===== config.mk =====
export PLATFORM = sky130hd
export DESIGN_NAME = plc_module_command_mailbox
export DESIGN_NICKNAME = d
export VERILOG_FILES = /design/src/plc_mbx_pkg.sv /design/src/plc_module_command_mailbox.sv
export SDC_FILE = /design/constraint.sdc
export NUM_CORES = 1
export LEC_CHECK = 0
export BUFFER_PORTS_ARGS = -buffer_cell sky130_fd_sc_hd__buf_2
export CORE_MARGIN = 5
export CORE_UTILIZATION = 40
export CTS_BUF_LIST = sky130_fd_sc_hd__clkbuf_2 sky130_fd_sc_hd__clkbuf_4 sky130_fd_sc_hd__clkbuf_8
export DETAILED_ROUTE_END_ITERATION = 16
export HOLD_SLACK_MARGIN = 0.03
export PLACE_DENSITY = 0.67
export SYNTH_ARGS = -nofsm -noshare
export SYNTH_HDL_FRONTEND = slang
export SYNTH_SLANG_ARGS = --single-unit

===== constraint.sdc =====
create_clock -name sys_clk -period 2.4 [get_ports sys_clk]
set_input_delay 0.12 -clock sys_clk [delete_from_list [all_inputs] [get_ports sys_clk]]
set_output_delay 0.12 -clock sys_clk [all_outputs]
set_load 0.05 [all_outputs]

===== src/plc_mbx_pkg.sv =====
// Constants, codes and states of the CPU command mailbox
package plc_mbx_pkg;

  // Clock rate and derived cycle counts
  localparam int CLK_HZ      = 20_000_000;    // System clock, 50 ns period
  localparam int SEC_MS      = 1000;          // One calendar second in ms
  localparam int SEC_CYC     = CLK_HZ / 1000 * SEC_MS;
  localparam int BLINK_MS    = 500;           // Run indicator half period in ms
  localparam int BLINK_CYC   = CLK_HZ / 1000 * BLINK_MS;
  localparam int REFRESH_MIN = 10;            // Calendar refresh interval in minutes
  localparam int REFRESH_S   = REFRESH_MIN * 60;
  localparam int RESTART_CYC = 16;            // Restart pulse length in cycles
  localparam int FACTORY_CYC = 64;            // Factory restore length in cycles
  localparam int MAX_CONN    = 8;             // TCP slots in server mode

  // Data register numbers of the shared area
  localparam logic [15:0] REG_FIRST = 16'h0F6E;
  localparam logic [15:0] REG_LAST  = 16'h0F9F;
  localparam logic [5:0] IDX_CMD   = 6'h00;   // Command code
  localparam logic [5:0] IDX_PROG  = 6'h01;   // Callback progress
  localparam logic [5:0] IDX_DST   = 6'h02;   // Daylight selector
  localparam logic [5:0] IDX_SEC   = 6'h03;
  localparam logic [5:0] IDX_MIN   = 6'h04;
  localparam logic [5:0] IDX_HOUR  = 6'h05;
  localparam logic [5:0] IDX_DAY   = 6'h06;
  localparam logic [5:0] IDX_UPD   = 6'h0A;   // Refresh counter

  // Command codes
  localparam logic [15:0] CMD_NONE     = 16'h0000;
  localparam logic [15:0] CMD_CALLBACK = 16'h3359;
  localparam logic [15:0] CMD_RESTART  = 16'h3450;
  localparam logic [15:0] CMD_FACTORY  = 16'h3451;

  // Progress codes
  localparam logic [15:0] PR_STANDBY = 16'h0000;
  localparam logic [15:0] PR_CONNING = 16'h0001;
  localparam logic [15:0] PR_UP      = 16'h0002;
  localparam logic [15:0] PR_FAILED  = 16'h0005;
  localparam logic [15:0] PR_REFUSED = 16'h0006;
  localparam logic [15:0] PR_CERT    = 16'h0007;
  localparam logic [15:0] PR_ENDED   = 16'h0008;

  // Reset values
  localparam logic [15:0] DAY_RST = 16'h0001;

  // Callback sequence
  typedef enum logic [2:0] {
    CB_IDLE, CB_CONNING, CB_CERT, CB_UP, CB_FAILED, CB_REFUSED, CB_ENDED
  } cb_state_e;

endpackage : plc_mbx_pkg


===== src/plc_module_command_mailbox.sv =====
// Command mailbox, calendar, indicators and connection slots of the board
`timescale 1ns/100ps
`default_nettype none

// Behaviour
// - All exchange goes through shared data registers
// - Callback code starts call, zero ends it
// - Restart code restarts module, then clears command
// - Factory code restores defaults, then clears command
// - Refresh every ten minutes, bump counter
// - Error indicator lit on port 3 baud failure
// - Run blinks, power steady, per-port activity
// - Boot jumper at power-up selects bootloader
// - Bypass jumper disables password protection
// - At most eight TCP connections in server
// - Proprietary client mode disables Modbus functions
// - Mode 0 CPU traffic uses no slots
module plc_module_command_mailbox #(
  parameter int SEC_CYC   = plc_mbx_pkg::SEC_CYC,
  parameter int BLINK_CYC = plc_mbx_pkg::BLINK_CYC,
  parameter int MAX_CONN  = plc_mbx_pkg::MAX_CONN
) (
  input  wire logic        sys_clk,
  input  wire logic        rstn,
  input  wire logic [15:0] reg_addr,          // Data register number
  input  wire logic        reg_wr,            // CPU write strobe
  input  wire logic [15:0] reg_wdata,
  output logic      [15:0] reg_rdata_ff,      // Read data, one cycle later
  output logic             callback_run_ff,   // Outbound call wanted
  input  wire logic        cb_cert,           // Stack: certificating
  input  wire logic        cb_up,             // Stack: connected
  input  wire logic        cb_fail,           // Stack: connection failed
  input  wire logic        cb_refuse,         // Stack: connection refused
  output logic             module_restart_ff, // Soft restart in progress
  output logic             factory_restore_ff,// Default restore in progress
  output logic             ntp_req_ff,        // Pulse: ask for time sync
  input  wire logic        ntp_valid,         // Pulse: fresh time below
  input  wire logic [5:0]  ntp_sec,
  input  wire logic [5:0]  ntp_min,
  input  wire logic [4:0]  ntp_hour,
  input  wire logic [4:0]  ntp_day,
  input  wire logic        baud_fail_p3,      // Port 3 baud detection failed
  input  wire logic        act_p3,            // Port 3 traffic
  input  wire logic        act_p4,            // Port 4 traffic
  output logic             led_power_ff,
  output logic             led_run_ff,
  output logic             led_err_ff,
  output logic             led_p3_ff,
  output logic             led_p4_ff,
  input  wire logic        boot_jumper,
  input  wire logic        password_bypass_jumper,
  output logic             boot_mode_ff,
  output logic             pw_bypass_ff,
  input  wire logic        server_mode,
  input  wire logic        conn_open,         // Pulse: TCP open request
  input  wire logic        conn_close,        // Pulse: TCP slot released
  input  wire logic        conn_mode0,        // Request is CPU mode 0 traffic
  output logic             conn_accept_ff,
  output logic             conn_reject_ff,
  output logic      [3:0]  conn_count_ff,
  input  wire logic        prop_client_mode,  // Proprietary client selected
  input  wire logic        mb_server_cfg,
  input  wire logic        mb_client_cfg,
  output logic             mb_server_en_ff,
  output logic             mb_client_en_ff
);

  ////////////////////////////////////////////////////////////////////////////
  // Helpers

  // Wrapping increment used by every calendar field
  function automatic logic [5:0] wrap_inc(input logic [5:0] v,
                                          input logic [5:0] top,
                                          input logic [5:0] bot);
    wrap_inc = (v >= top) ? bot : 6'(v + 6'h01);
  endfunction : wrap_inc

  // State to progress code
  function automatic logic [15:0] prog_code(input plc_mbx_pkg::cb_state_e s);
    unique case (s)
      plc_mbx_pkg::CB_IDLE:    prog_code = plc_mbx_pkg::PR_STANDBY;
      plc_mbx_pkg::CB_CONNING: prog_code = plc_mbx_pkg::PR_CONNING;
      plc_mbx_pkg::CB_CERT:    prog_code = plc_mbx_pkg::PR_CERT;
      plc_mbx_pkg::CB_UP:      prog_code = plc_mbx_pkg::PR_UP;
      plc_mbx_pkg::CB_FAILED:  prog_code = plc_mbx_pkg::PR_FAILED;
      plc_mbx_pkg::CB_REFUSED: prog_code = plc_mbx_pkg::PR_REFUSED;
      plc_mbx_pkg::CB_ENDED:   prog_code = plc_mbx_pkg::PR_ENDED;
      default:                 prog_code = plc_mbx_pkg::PR_STANDBY;
    endcase
  endfunction : prog_code

  ////////////////////////////////////////////////////////////////////////////
  // Register decode

  logic [15:0] cmd_ff;         // Command code register
  logic        dst_ff;         // Daylight selector, bit 0 only
  logic [15:0] upd_cnt_ff;     // Refresh counter
  logic [5:0]  sec_ff, min_ff; // Running calendar, standard time
  logic [4:0]  hour_ff, day_ff;
  logic [7:0]  busy_cnt_ff;    // Restart / restore progress
  plc_mbx_pkg::cb_state_e cb_st_ff, nxt_cb_st;

  wire         in_area = (reg_addr >= plc_mbx_pkg::REG_FIRST) &&
                         (reg_addr <= plc_mbx_pkg::REG_LAST);
  wire [15:0]  off16   = reg_addr - plc_mbx_pkg::REG_FIRST;
  wire [5:0]   idx     = off16[5:0];
  wire         cmd_wr  = reg_wr && in_area && (idx == plc_mbx_pkg::IDX_CMD);
  wire         dst_wr  = reg_wr && in_area && (idx == plc_mbx_pkg::IDX_DST);

  // Daylight applied only to the published hour; the day does not carry
  // on the shifted midnight, a known limitation of this simple view
  wire [4:0]   pub_hour = (dst_ff && hour_ff == 5'd23) ? 5'd0 :
                          5'(hour_ff + {4'd0, dst_ff});

  logic [15:0] nxt_rdata;
  always_comb
  begin
    nxt_rdata = 16'h0000;  // Unused words of the area read zero
    if (in_area)
    begin
      unique case (idx)
        plc_mbx_pkg::IDX_CMD:  nxt_rdata = cmd_ff;
        plc_mbx_pkg::IDX_PROG: nxt_rdata = prog_code(cb_st_ff);
        plc_mbx_pkg::IDX_DST:  nxt_rdata = {15'd0, dst_ff};
        plc_mbx_pkg::IDX_SEC:  nxt_rdata = {10'd0, sec_ff};
        plc_mbx_pkg::IDX_MIN:  nxt_rdata = {10'd0, min_ff};
        plc_mbx_pkg::IDX_HOUR: nxt_rdata = {11'd0, pub_hour};
        plc_mbx_pkg::IDX_DAY:  nxt_rdata = {11'd0, day_ff};
        plc_mbx_pkg::IDX_UPD:  nxt_rdata = upd_cnt_ff;
        default:               nxt_rdata = 16'h0000;
      endcase
    end
  end

  ////////////////////////////////////////////////////////////////////////////
  // Command register and restart / restore sequencing

  wire busy     = module_restart_ff || factory_restore_ff;
  wire busy_end = busy && (busy_cnt_ff == 8'd1);
  wire go_rst   = cmd_wr && reg_wdata == plc_mbx_pkg::CMD_RESTART && !busy;
  wire go_fac   = cmd_wr && reg_wdata == plc_mbx_pkg::CMD_FACTORY && !busy;

  // A CPU write in the clearing cycle wins, so no new command is lost
  always_ff @(posedge sys_clk or negedge rstn)
  begin
    if (!rstn)
      cmd_ff <= plc_mbx_pkg::CMD_NONE;
    else if (cmd_wr)
      cmd_ff <= reg_wdata;
    else if (busy_end)
      cmd_ff <= plc_mbx_pkg::CMD_NONE;
  end

  // Restart and restore hold their outputs for a fixed count
  always_ff @(posedge sys_clk or negedge rstn)
  begin
    if (!rstn)
    begin
      module_restart_ff  <= 1'b0;
      factory_restore_ff <= 1'b0;
      busy_cnt_ff        <= 8'd0;
    end
    else if (go_rst)
    begin
      module_restart_ff <= 1'b1;
      busy_cnt_ff       <= 8'(plc_mbx_pkg::RESTART_CYC);
    end
    else if (go_fac)
    begin
      factory_restore_ff <= 1'b1;
      busy_cnt_ff        <= 8'(plc_mbx_pkg::FACTORY_CYC);
    end
    else if (busy_end)
    begin
      module_restart_ff  <= 1'b0;
      factory_restore_ff <= 1'b0;
      busy_cnt_ff        <= 8'd0;
    end
    else if (busy)
      busy_cnt_ff <= 8'(busy_cnt_ff - 8'd1);
  end

  // Daylight selector, written by the CPU only
  always_ff @(posedge sys_clk or negedge rstn)
  begin
    if (!rstn)
      dst_ff <= 1'b0;
    else if (dst_wr)
      dst_ff <= reg_wdata[0];
  end

  ////////////////////////////////////////////////////////////////////////////
  // Callback sequence

  wire cb_start = cmd_wr && reg_wdata == plc_mbx_pkg::CMD_CALLBACK;
  wire cb_stop  = cmd_wr && reg_wdata == plc_mbx_pkg::CMD_NONE;
  wire cb_live  = cb_st_ff inside {plc_mbx_pkg::CB_CONNING,
                                   plc_mbx_pkg::CB_CERT, plc_mbx_pkg::CB_UP};

  // Only a fresh write starts a call, so a failed call does not loop
  always_comb
  begin
    nxt_cb_st = cb_st_ff;
    if (cb_live && cb_stop)
      nxt_cb_st = plc_mbx_pkg::CB_ENDED;
    else if (!cb_live && cb_start)
      nxt_cb_st = plc_mbx_pkg::CB_CONNING;
    else if (cb_live && cb_fail)
      nxt_cb_st = plc_mbx_pkg::CB_FAILED;
    else if (cb_live && cb_refuse)
      nxt_cb_st = plc_mbx_pkg::CB_REFUSED;
    else if (cb_st_ff == plc_mbx_pkg::CB_CONNING && cb_cert)
      nxt_cb_st = plc_mbx_pkg::CB_CERT;
    else if (cb_st_ff == plc_mbx_pkg::CB_CERT && cb_up)
      nxt_cb_st = plc_mbx_pkg::CB_UP;
  end

  always_ff @(posedge sys_clk or negedge rstn)
  begin
    if (!rstn)
    begin
      cb_st_ff        <= plc_mbx_pkg::CB_IDLE;
      callback_run_ff <= 1'b0;
    end
    else
    begin
      cb_st_ff        <= nxt_cb_st;
      callback_run_ff <= nxt_cb_st inside {plc_mbx_pkg::CB_CONNING,
                         plc_mbx_pkg::CB_CERT, plc_mbx_pkg::CB_UP};
    end
  end

  ////////////////////////////////////////////////////////////////////////////
  // Calendar, seconds tick and ten-minute refresh

  logic [24:0] tick_cnt_ff;  // Cycles within one second
  logic [9:0]  refr_cnt_ff;  // Seconds since last refresh request
  wire         sec_tick = (tick_cnt_ff == 25'(SEC_CYC - 1));
  wire         refr_due = sec_tick &&
                          (refr_cnt_ff == 10'(plc_mbx_pkg::REFRESH_S - 1));
  wire [5:0]   n_sec  = wrap_inc(sec_ff, 6'd59, 6'd0);
  wire [5:0]   n_min  = wrap_inc(min_ff, 6'd59, 6'd0);
  wire [5:0]   n_hour = wrap_inc({1'b0, hour_ff}, 6'd23, 6'd0);
  wire [5:0]   n_day  = wrap_inc({1'b0, day_ff}, 6'd31, 6'd1);
  wire         c_min  = sec_ff == 6'd59;
  wire         c_hour = c_min && min_ff == 6'd59;
  wire         c_day  = c_hour && hour_ff == 5'd23;

  always_ff @(posedge sys_clk or negedge rstn)
  begin
    if (!rstn)
    begin
      tick_cnt_ff <= 25'd0;
      refr_cnt_ff <= 10'd0;
      ntp_req_ff  <= 1'b0;
    end
    else
    begin
      tick_cnt_ff <= sec_tick ? 25'd0 : 25'(tick_cnt_ff + 25'd1);
      ntp_req_ff  <= refr_due;
      if (sec_tick)
        refr_cnt_ff <= refr_due ? 10'd0 : 10'(refr_cnt_ff + 10'd1);
    end
  end

  // Sync loads the calendar and bumps the counter; otherwise it runs
  always_ff @(posedge sys_clk or negedge rstn)
  begin
    if (!rstn)
    begin
      sec_ff     <= 6'd0;
      min_ff     <= 6'd0;
      hour_ff    <= 5'd0;
      day_ff     <= plc_mbx_pkg::DAY_RST[4:0];
      upd_cnt_ff <= 16'h0000;
    end
    else if (ntp_valid)
    begin
      sec_ff     <= ntp_sec;
      min_ff     <= ntp_min;
      hour_ff    <= ntp_hour;
      day_ff     <= ntp_day;
      upd_cnt_ff <= 16'(upd_cnt_ff + 16'h0001);
    end
    else if (sec_tick)
    begin
      sec_ff <= n_sec;
      if (c_min)
        min_ff <= n_min;
      if (c_hour)
        hour_ff <= n_hour[4:0];
      if (c_day)
        day_ff <= n_day[4:0];
    end
  end

  ////////////////////////////////////////////////////////////////////////////
  // Indicators, jumpers, slots and protocol enables

  logic [24:0] blink_cnt_ff;
  logic        boot_taken_ff;  // Boot jumper already sampled
  wire         blink_wrap = (blink_cnt_ff == 25'(BLINK_CYC - 1));
  wire         slot_req   = conn_open && !conn_mode0;
  wire         slot_full  = (conn_count_ff == 4'hF) ||                 // Count never wraps
                            (server_mode && conn_count_ff >= 4'(MAX_CONN));

  always_ff @(posedge sys_clk or negedge rstn)
  begin
    if (!rstn)
    begin
      blink_cnt_ff <= 25'd0;
      led_power_ff <= 1'b0;
      led_run_ff   <= 1'b0;
      led_err_ff   <= 1'b0;
      led_p3_ff    <= 1'b0;
      led_p4_ff    <= 1'b0;
    end
    else
    begin
      blink_cnt_ff <= blink_wrap ? 25'd0 : 25'(blink_cnt_ff + 25'd1);
      led_power_ff <= 1'b1;
      led_run_ff   <= blink_wrap ? !led_run_ff : led_run_ff;
      led_err_ff   <= baud_fail_p3;
      led_p3_ff    <= act_p3;
      led_p4_ff    <= act_p4;
    end
  end

  // Boot jumper is caught once after reset release, bypass follows it live
  always_ff @(posedge sys_clk or negedge rstn)
  begin
    if (!rstn)
    begin
      boot_taken_ff <= 1'b0;
      boot_mode_ff  <= 1'b0;
      pw_bypass_ff  <= 1'b0;
    end
    else
    begin
      boot_taken_ff <= 1'b1;
      if (!boot_taken_ff)
        boot_mode_ff <= boot_jumper;
      pw_bypass_ff <= password_bypass_jumper;
    end
  end

  // Slot accounting; a release in the same cycle as an open is netted
  always_ff @(posedge sys_clk or negedge rstn)
  begin
    if (!rstn)
    begin
      conn_count_ff   <= 4'd0;
      conn_accept_ff  <= 1'b0;
      conn_reject_ff  <= 1'b0;
      mb_server_en_ff <= 1'b0;
      mb_client_en_ff <= 1'b0;
    end
    else
    begin
      conn_accept_ff <= conn_open && (conn_mode0 || !slot_full);
      conn_reject_ff <= slot_req && slot_full;
      if (slot_req && !slot_full && !(conn_close && conn_count_ff != 4'd0))
        conn_count_ff <= 4'(conn_count_ff + 4'd1);
      else if (!(slot_req && !slot_full) && conn_close && conn_count_ff != 4'd0)
        conn_count_ff <= 4'(conn_count_ff - 4'd1);
      mb_server_en_ff <= mb_server_cfg && !prop_client_mode;
      mb_client_en_ff <= mb_client_cfg && !prop_client_mode;
    end
  end

  always_ff @(posedge sys_clk or negedge rstn)
  begin
    if (!rstn)
      reg_rdata_ff <= 16'h0000;
    else
      reg_rdata_ff <= nxt_rdata;
  end
endmodule : plc_module_command_mailbox

`default_nettype wire


# --- Yosys cells after proc, flatten, opt, wreduce, memory -nomap -nowiden ---
# Index checks and enable logic that the tools add are counted.
totals:
  elab_cells: 180
  input_bits: 74
  output_inout_bits: 35
  reg_bits: 161
op_classes:
  reduce_logical: 62
  eq_ne: 28
  bitwise_logic: 1
  addsub: 13
  order_cmp: 7
  mux: 40
ops:
  columns: ["operator", "count"]
  rows:
  - ["case mux 16 bit (8 select lines)", 1]
  - ["adder 25 x 1 -> 25 bit, second input constant", 2]
  - ["2-to-1 mux 25 bit", 2]
  - ["equality test 16 x 14 -> 1 bit, second input constant", 3]
  - ["2-to-1 mux 16 bit", 3]
  - ["2-to-1 mux 5 bit", 9]
  - ["2-to-1 mux 6 bit", 7]
  - ["logical AND 1 bit", 32]
  - ["2-to-1 mux 8 bit", 4]
  - ["equality test 25 x 24 -> 1 bit, second input constant", 1]
  - ["equality test 25 bit, second input constant", 1]
  - ["case mux 4 bit (6 select lines)", 1]
  - ["equality test 6 x 3 -> 1 bit, second input constant", 3]
  - ["2-to-1 mux 3 bit", 6]
  - ["adder 16 x 1 -> 16 bit, second input constant", 1]
  - ["greater-or-equal comparator 16 x 12 -> 1 bit, second input constant", 1]
  - ["<= comparator 16 x 12 -> 1 bit, second input constant", 1]
  - ["zero test 16 bit", 1]
  - ["nonzero test 2 bit", 8]
  - ["adder 6 x 1 -> 6 bit, second input constant", 2]
  - ["equality test 3 x 2 -> 1 bit, second input constant", 4]
  - ["equality test 6 x 2 -> 1 bit, second input constant", 2]
  - ["equality test 6 bit, second input constant", 2]
  - ["greater-or-equal comparator 6 bit, second input constant", 2]
  - ["other kinds (28)", 52]

# --- Logic depth before layout (Yosys ltp) ---
logic_depth:
  depth_word: 10
  depth_mapped: 9
  ltp_nobuf: 9

# --- Worst setup path after synthesis ---
# OpenSTA, ideal clock, no wires.
synth_path:
  path_kind: "flip-flop to flip-flop"
  startpoint: "register conn_count_ff[1]"
  endpoint: "register conn_count_ff[3]"
  required_time_ns: 2.258
  stages_incl_launch_ff: 10
  path_slack_ns: -0.068
  path_buffers: 0
  period_less_slack_ns: 2.468
  setup_time_ns: 0.142
  arrival_ns: 2.326
  cell_sequence: "dfrtp_1 > and3_1 > o21ai_0 > and3_1 > inv_1 > ha_1 > a21o_1 > a21oi_1 > mux2i_1 > xnor2_1"
synth_between:
  elab_chain_len: 9
  elab_cells_between_ends: 18
  classes_between: "add/sub (2); order compare (1); eq/ne (1); mux (2); reduce/logical (12)"
synth_rtl:
  columns: ["element", "line_no", "text"]
  rows:
  - ["start, declared", "plc_module_command_mailbox.sv:60", "output logic [3:0] conn_count_ff,"]
  - ["start signal, assigned", "plc_module_command_mailbox.sv:363", "conn_count_ff <= 4'(conn_count_ff + 4'd1);"]
  - ["start signal, assigned", "plc_module_command_mailbox.sv:365", "conn_count_ff <= 4'(conn_count_ff - 4'd1);"]
  - ["greater-or-equal comparator 4 bit", "plc_module_command_mailbox.sv:305", "(server_mode && conn_count_ff >= 4'(MAX_CONN));"]
  - ["logical AND 1 bit", "plc_module_command_mailbox.sv:305", null]
  - ["logical OR 1 bit", "plc_module_command_mailbox.sv:304", "wire slot_full = (conn_count_ff == 4'hF) ||"]
  - ["zero test 1 bit", "plc_module_command_mailbox.sv:362, plc_module_command_mailbox.sv:364", null]
  - ["logical AND 1 bit", "plc_module_command_mailbox.sv:362, plc_module_command_mailbox.sv:364", null]
  - ["zero test 1 bit", "plc_module_command_mailbox.sv:364", "else if (!(slot_req && !slot_full) && conn_close && conn_count_ff != 4'd0)"]
  - ["logical AND 1 bit (2 in a row)", "plc_module_command_mailbox.sv:364", null]
  - ["nonzero test 2 bit (no line)", null, null]
# Several ways; a longest one is shown, not always the timed one. The select of a mux whose other input is x is not followed.
# A chain may end at the register's enable or synchronous reset.

# --- Worst setup path after layout ---
layout_path:
  startpoint: "input port reg_wdata[14]"
  endpoint: "register busy_cnt_ff[4]"
layout_between:
  elab_chain_len: 5
  elab_cells_between_ends: 9
  classes_between: "eq/ne (2); mux (2); reduce/logical (5)"
layout_rtl:
  columns: ["element", "line_no", "text"]
  rows:
  - ["start, declared", "plc_module_command_mailbox.sv:27", "input wire logic [15:0] reg_wdata,"]
  - ["equality test 16 x 14 -> 1 bit", "plc_module_command_mailbox.sv:141", "wire go_fac = cmd_wr && reg_wdata == plc_mbx_pkg::CMD_FACTORY && !busy;"]
  - ["logical AND 1 bit (2 in a row)", "plc_module_command_mailbox.sv:141", null]
  - ["2-to-1 mux 8 bit", "plc_module_command_mailbox.sv:168", "else if (go_fac)"]
  - ["2-to-1 mux 8 bit", "plc_module_command_mailbox.sv:163", "else if (go_rst)"]
  - ["end signal, assigned", "plc_module_command_mailbox.sv:166", "busy_cnt_ff <= 8'(plc_mbx_pkg::RESTART_CYC);"]
  - ["end signal, assigned", "plc_module_command_mailbox.sv:171", "busy_cnt_ff <= 8'(plc_mbx_pkg::FACTORY_CYC);"]
  - ["end signal, assigned", "plc_module_command_mailbox.sv:180", "busy_cnt_ff <= 8'(busy_cnt_ff - 8'd1);"]
  - ["end, declared", "plc_module_command_mailbox.sv:100", "logic [7:0] busy_cnt_ff;"]
# Several ways; a longest one is shown, not always the timed one.

==> summary.md <==
| Metric | Value |
|---|---|
| Synth warn | 0 |
| Sink Count | about 160 |
| Initial antenna violation count | 2 |
| Crit path max fanout | 4 |
| Final net count | 1,144 |
| Congestion Overflow GR | 0 |
| GRT Overall Usage | between 10% and 20% |
| Result of the run | complete, no violations |
| Most common cell in the netlist | dfrtp_1 |
| Cell count after synthesis | 865 |
| FMAX | 0.429 GHz |
| Post-Syn Nets | 956 |
| Worst Hold Path EP | conn_reject_ff |
| Pwr Total | between 6 and 7 mW |
| Global-route wire length before repair | approximately 33 mm |
| I/O pin count | between 100 and 150 |
| Post-synthesis sequential area ratio | roughly half |
| Via count | roughly 7,000 |
| DRC Markers | 0 |
| CP Class | input port to flop |
| Cell variety after synth | 65 |
| Synth cell count leaders | dfrtp_1 (160), nand2_1 (120), nor2_1 (82), o21ai_0 (51), nand3_1 (46) |
| Clock Tree Root | clkbuf_8 |
| H-tree depth | 4 |
| Startpoint of the worst hold path | server_mode |
| FILL cells | 1,932 |
| Crit. End Element | flop |
| Hold path depth | 4 |
| Synth area leader | dfrtp_1 |
| PD cells | 588 nW/um^2 |
| Pre-antenna DRT Iters | 5 |
| Via/cell ratio | around 5.2 |
| Routed WL | approximately 20 mm |
| Slew HR | about three fifths |
| Met2 wire len | a little under 10 mm |
| Routed wire per std cell | approximately 15 microns |
| Row Count | 52 |
| Setup slack, reg-to-reg | 160 ps |
| Most used DFF post-synth | dfrtp_1 |
| Setup violations, final | 0 |
| Mapped Avg Cell Area | 9.54 sq um |
| Drt first-iter violations | 427 |
| Vias in the first global route | 6,746 |
| Synth top area share | 48.5% |
| Met1 WL | ~9.2 mm |
| Placed Instances | between 1,000 and 1,500 |
| Worst Tran Pin Value | a little under 600 ps |
| Skew-Pair Late Insertion Delay | between 400 and 500 ps |
| WP data required | about 2700 ps |
| Final estimated routing congestion in global placement | just over 0.8 |
| Maximum clock insertion buffer count | 2 |
| Lkg Pwr | approximately 4.6 nW |
| Post-route insts no fill | 1,338 |
| Startpoint types | input port |
| CTS tree | yes |
| Main area contributors after synthesis | dfrtp_1 (49%), nand2_1 (5.5%), xnor2_1 (4.6%) |
| Number of synthesized register bits | about 160 |
| RSZ-0062 raised after global routing | false |
| Peak VDD IR | ~0.58 mV |
| Maxcap violations | 0 |
| Final worst-path cycle share | around 97% |
| Final ANT Viol Nets | 0 |
| Die ar. | 23,600 sq um |
| Setup TNS | 0 ps |
| Core area | between 20,000 and 25,000 sq um |
| Top routing layer used | met4 |
| Number of flops mapped to enable cells by yosys | 0 |
| Share of cells above drive strength 1 | about a fifth |
| Final hold violations | 0 |
| Worst reg2reg path startpoint | tick_cnt_ff[9] |
| Reg clk slew, reported paths | around 100 ps |
| Port-buffer cells | 108 |
| Reg2reg end | day_ff[3] |
| R2R cell count | 7 |
| Die Ht | around 150 microns |
| Async set-reset flop share out of synthesis | 100% |
| Area delta synth->final | 24.2% |
| Metal3 WL | roughly 750 microns |
| Num CTS Buffers | 17 |
| DPL Wire Length | 14.3 mm |
| Post-route minimum period | between 2000 and 2500 ps |
| Hold WC Path Type | input port to flop |
| Worst EP arrival | 2660 ps |
| Initial Util | roughly two fifths |
| Largest net degree at the start of global routing | between 70 and 80 |
| Worst-case clock skew | ~15 ps |
| Final Max Tran Viols | 0 |
| Chip Width | 154 microns |
| Syn Std Cell Area | just over 8000 sq um |
cell type report:
| class | instances | area (sq um) | area share (%) |
|---|---|---|---|
| antenna | 2 | 5.00 | 0.0489 |
| clock buffer | 18 | 248 | 2.42 |
| clock inverter | 14 | 148 | 1.44 |
| inverter | 18 | 67.6 | 0.660 |
| multi-input combinational | 663 | 4080 | 39.8 |
| sequential | 161 | 4030 | 39.4 |
| tap | 270 | 338 | 3.30 |
| timing repair buffer | 192 | 1330 | 13.0 |
repair_timing:
action | in CTS | in global routing
gates resized for setup | 0 | 1
endpoints found under the setup margin | 0 | 7
hold buffers | 51 | 0
buffers inserted | 0 | 2
hold endpoints to repair | 108 | 0
stage by stage:
stage	util, %	hold slack [ps]	instance area [sq um]	worst slack [ps]
after floorplan	-	-176	8250	0.666
after global placement	45.9	98.4	9310	46.0
after detailed placement	45.9	97.5	9310	-24.7
after CTS	50.3	77.9	10200	38.1
after global routing	50.5	103	10200	0.876
final	50.5	102	10200	70.8
layout by cell type (no fill, tap or decap), types with 17 or more instances in the layout:
master / count
clkbuf_8: 18
xnor2_1: 43
nand2_1: 120
nand3_1: 46
nor2_1: 82
nor3_1: 30
and3_1: 17
buf_4: 31
xor2_1: 27
nand4_1: 21
dlygate4sd3_1: 51
a21oi_1: 29
o21ai_0: 51
inv_1: 18
buf_2: 107
dfrtp_1: 158
flip-flops by register name (all words and copies together) (netlist names), 3 cells and up:
name,flops
blink_cnt_ff,25
tick_cnt_ff,25
cmd_ff,16
reg_rdata_ff,16
upd_cnt_ff,16
refr_cnt_ff,10
busy_cnt_ff,8
min_ff,6
sec_ff,6
day_ff,5
hour_ff,5
conn_count_ff,4
cb_st_ff,3
cell families after synthesis:
group	after synthesis	share of synthesized area, %
muxes	19	2.46
DFF	161	48.9
buffers and inverters	41	1.88
adders and majority gates	17	2.67
other	1	0.0455
and+or+nand+nor	407	25.3
xor gates and xnor gates	70	7.43
AOI/OAI and AO/OA	149	11.4
worst max-delay path: stages:
cell,delay (ps)
dlygate4sd3_1,540
buf_2,130
or4_1,610
nor3_1,270
or4b_4,510
o311a_1,140
or3_1,340
per-layer routing:
layer | vias to the layer above | global-route usage, %
met4 | 0 | 6.43
met1 | 3380 | 23.3
li1 | 3445 | -
met5 | - | 0
met3 | 33 | 3.26
met2 | 148 | 27.2
where the power goes:
part | switching [mW] | leakage, nW | internal, mW
clock | 1.11 | 0.201 | 0.883
combinational | 0.538 | 2.36 | 0.425
sequential | 0.212 | 2.00 | 2.86
total | 1.86 | 4.56 | 4.17
worst max-delay path by stage:
stage          cells after the start               end  slack (ps)        startpoint
2_1_floorplan                      9  conn_count_ff[3]         0.7  conn_count_ff[2]
3_3_place_gp                       7    busy_cnt_ff[4]          50       reg_addr[1]
3_5_place_dp                       7    busy_cnt_ff[4]         -20       reg_addr[1]
4_1_cts                            7         day_ff[3]          40    tick_cnt_ff[0]
5_1_grt                            9  conn_count_ff[3]         0.9  conn_count_ff[0]
6_report                           7    busy_cnt_ff[4]          70     reg_wdata[14]
(Power assumes the default switching activity.)
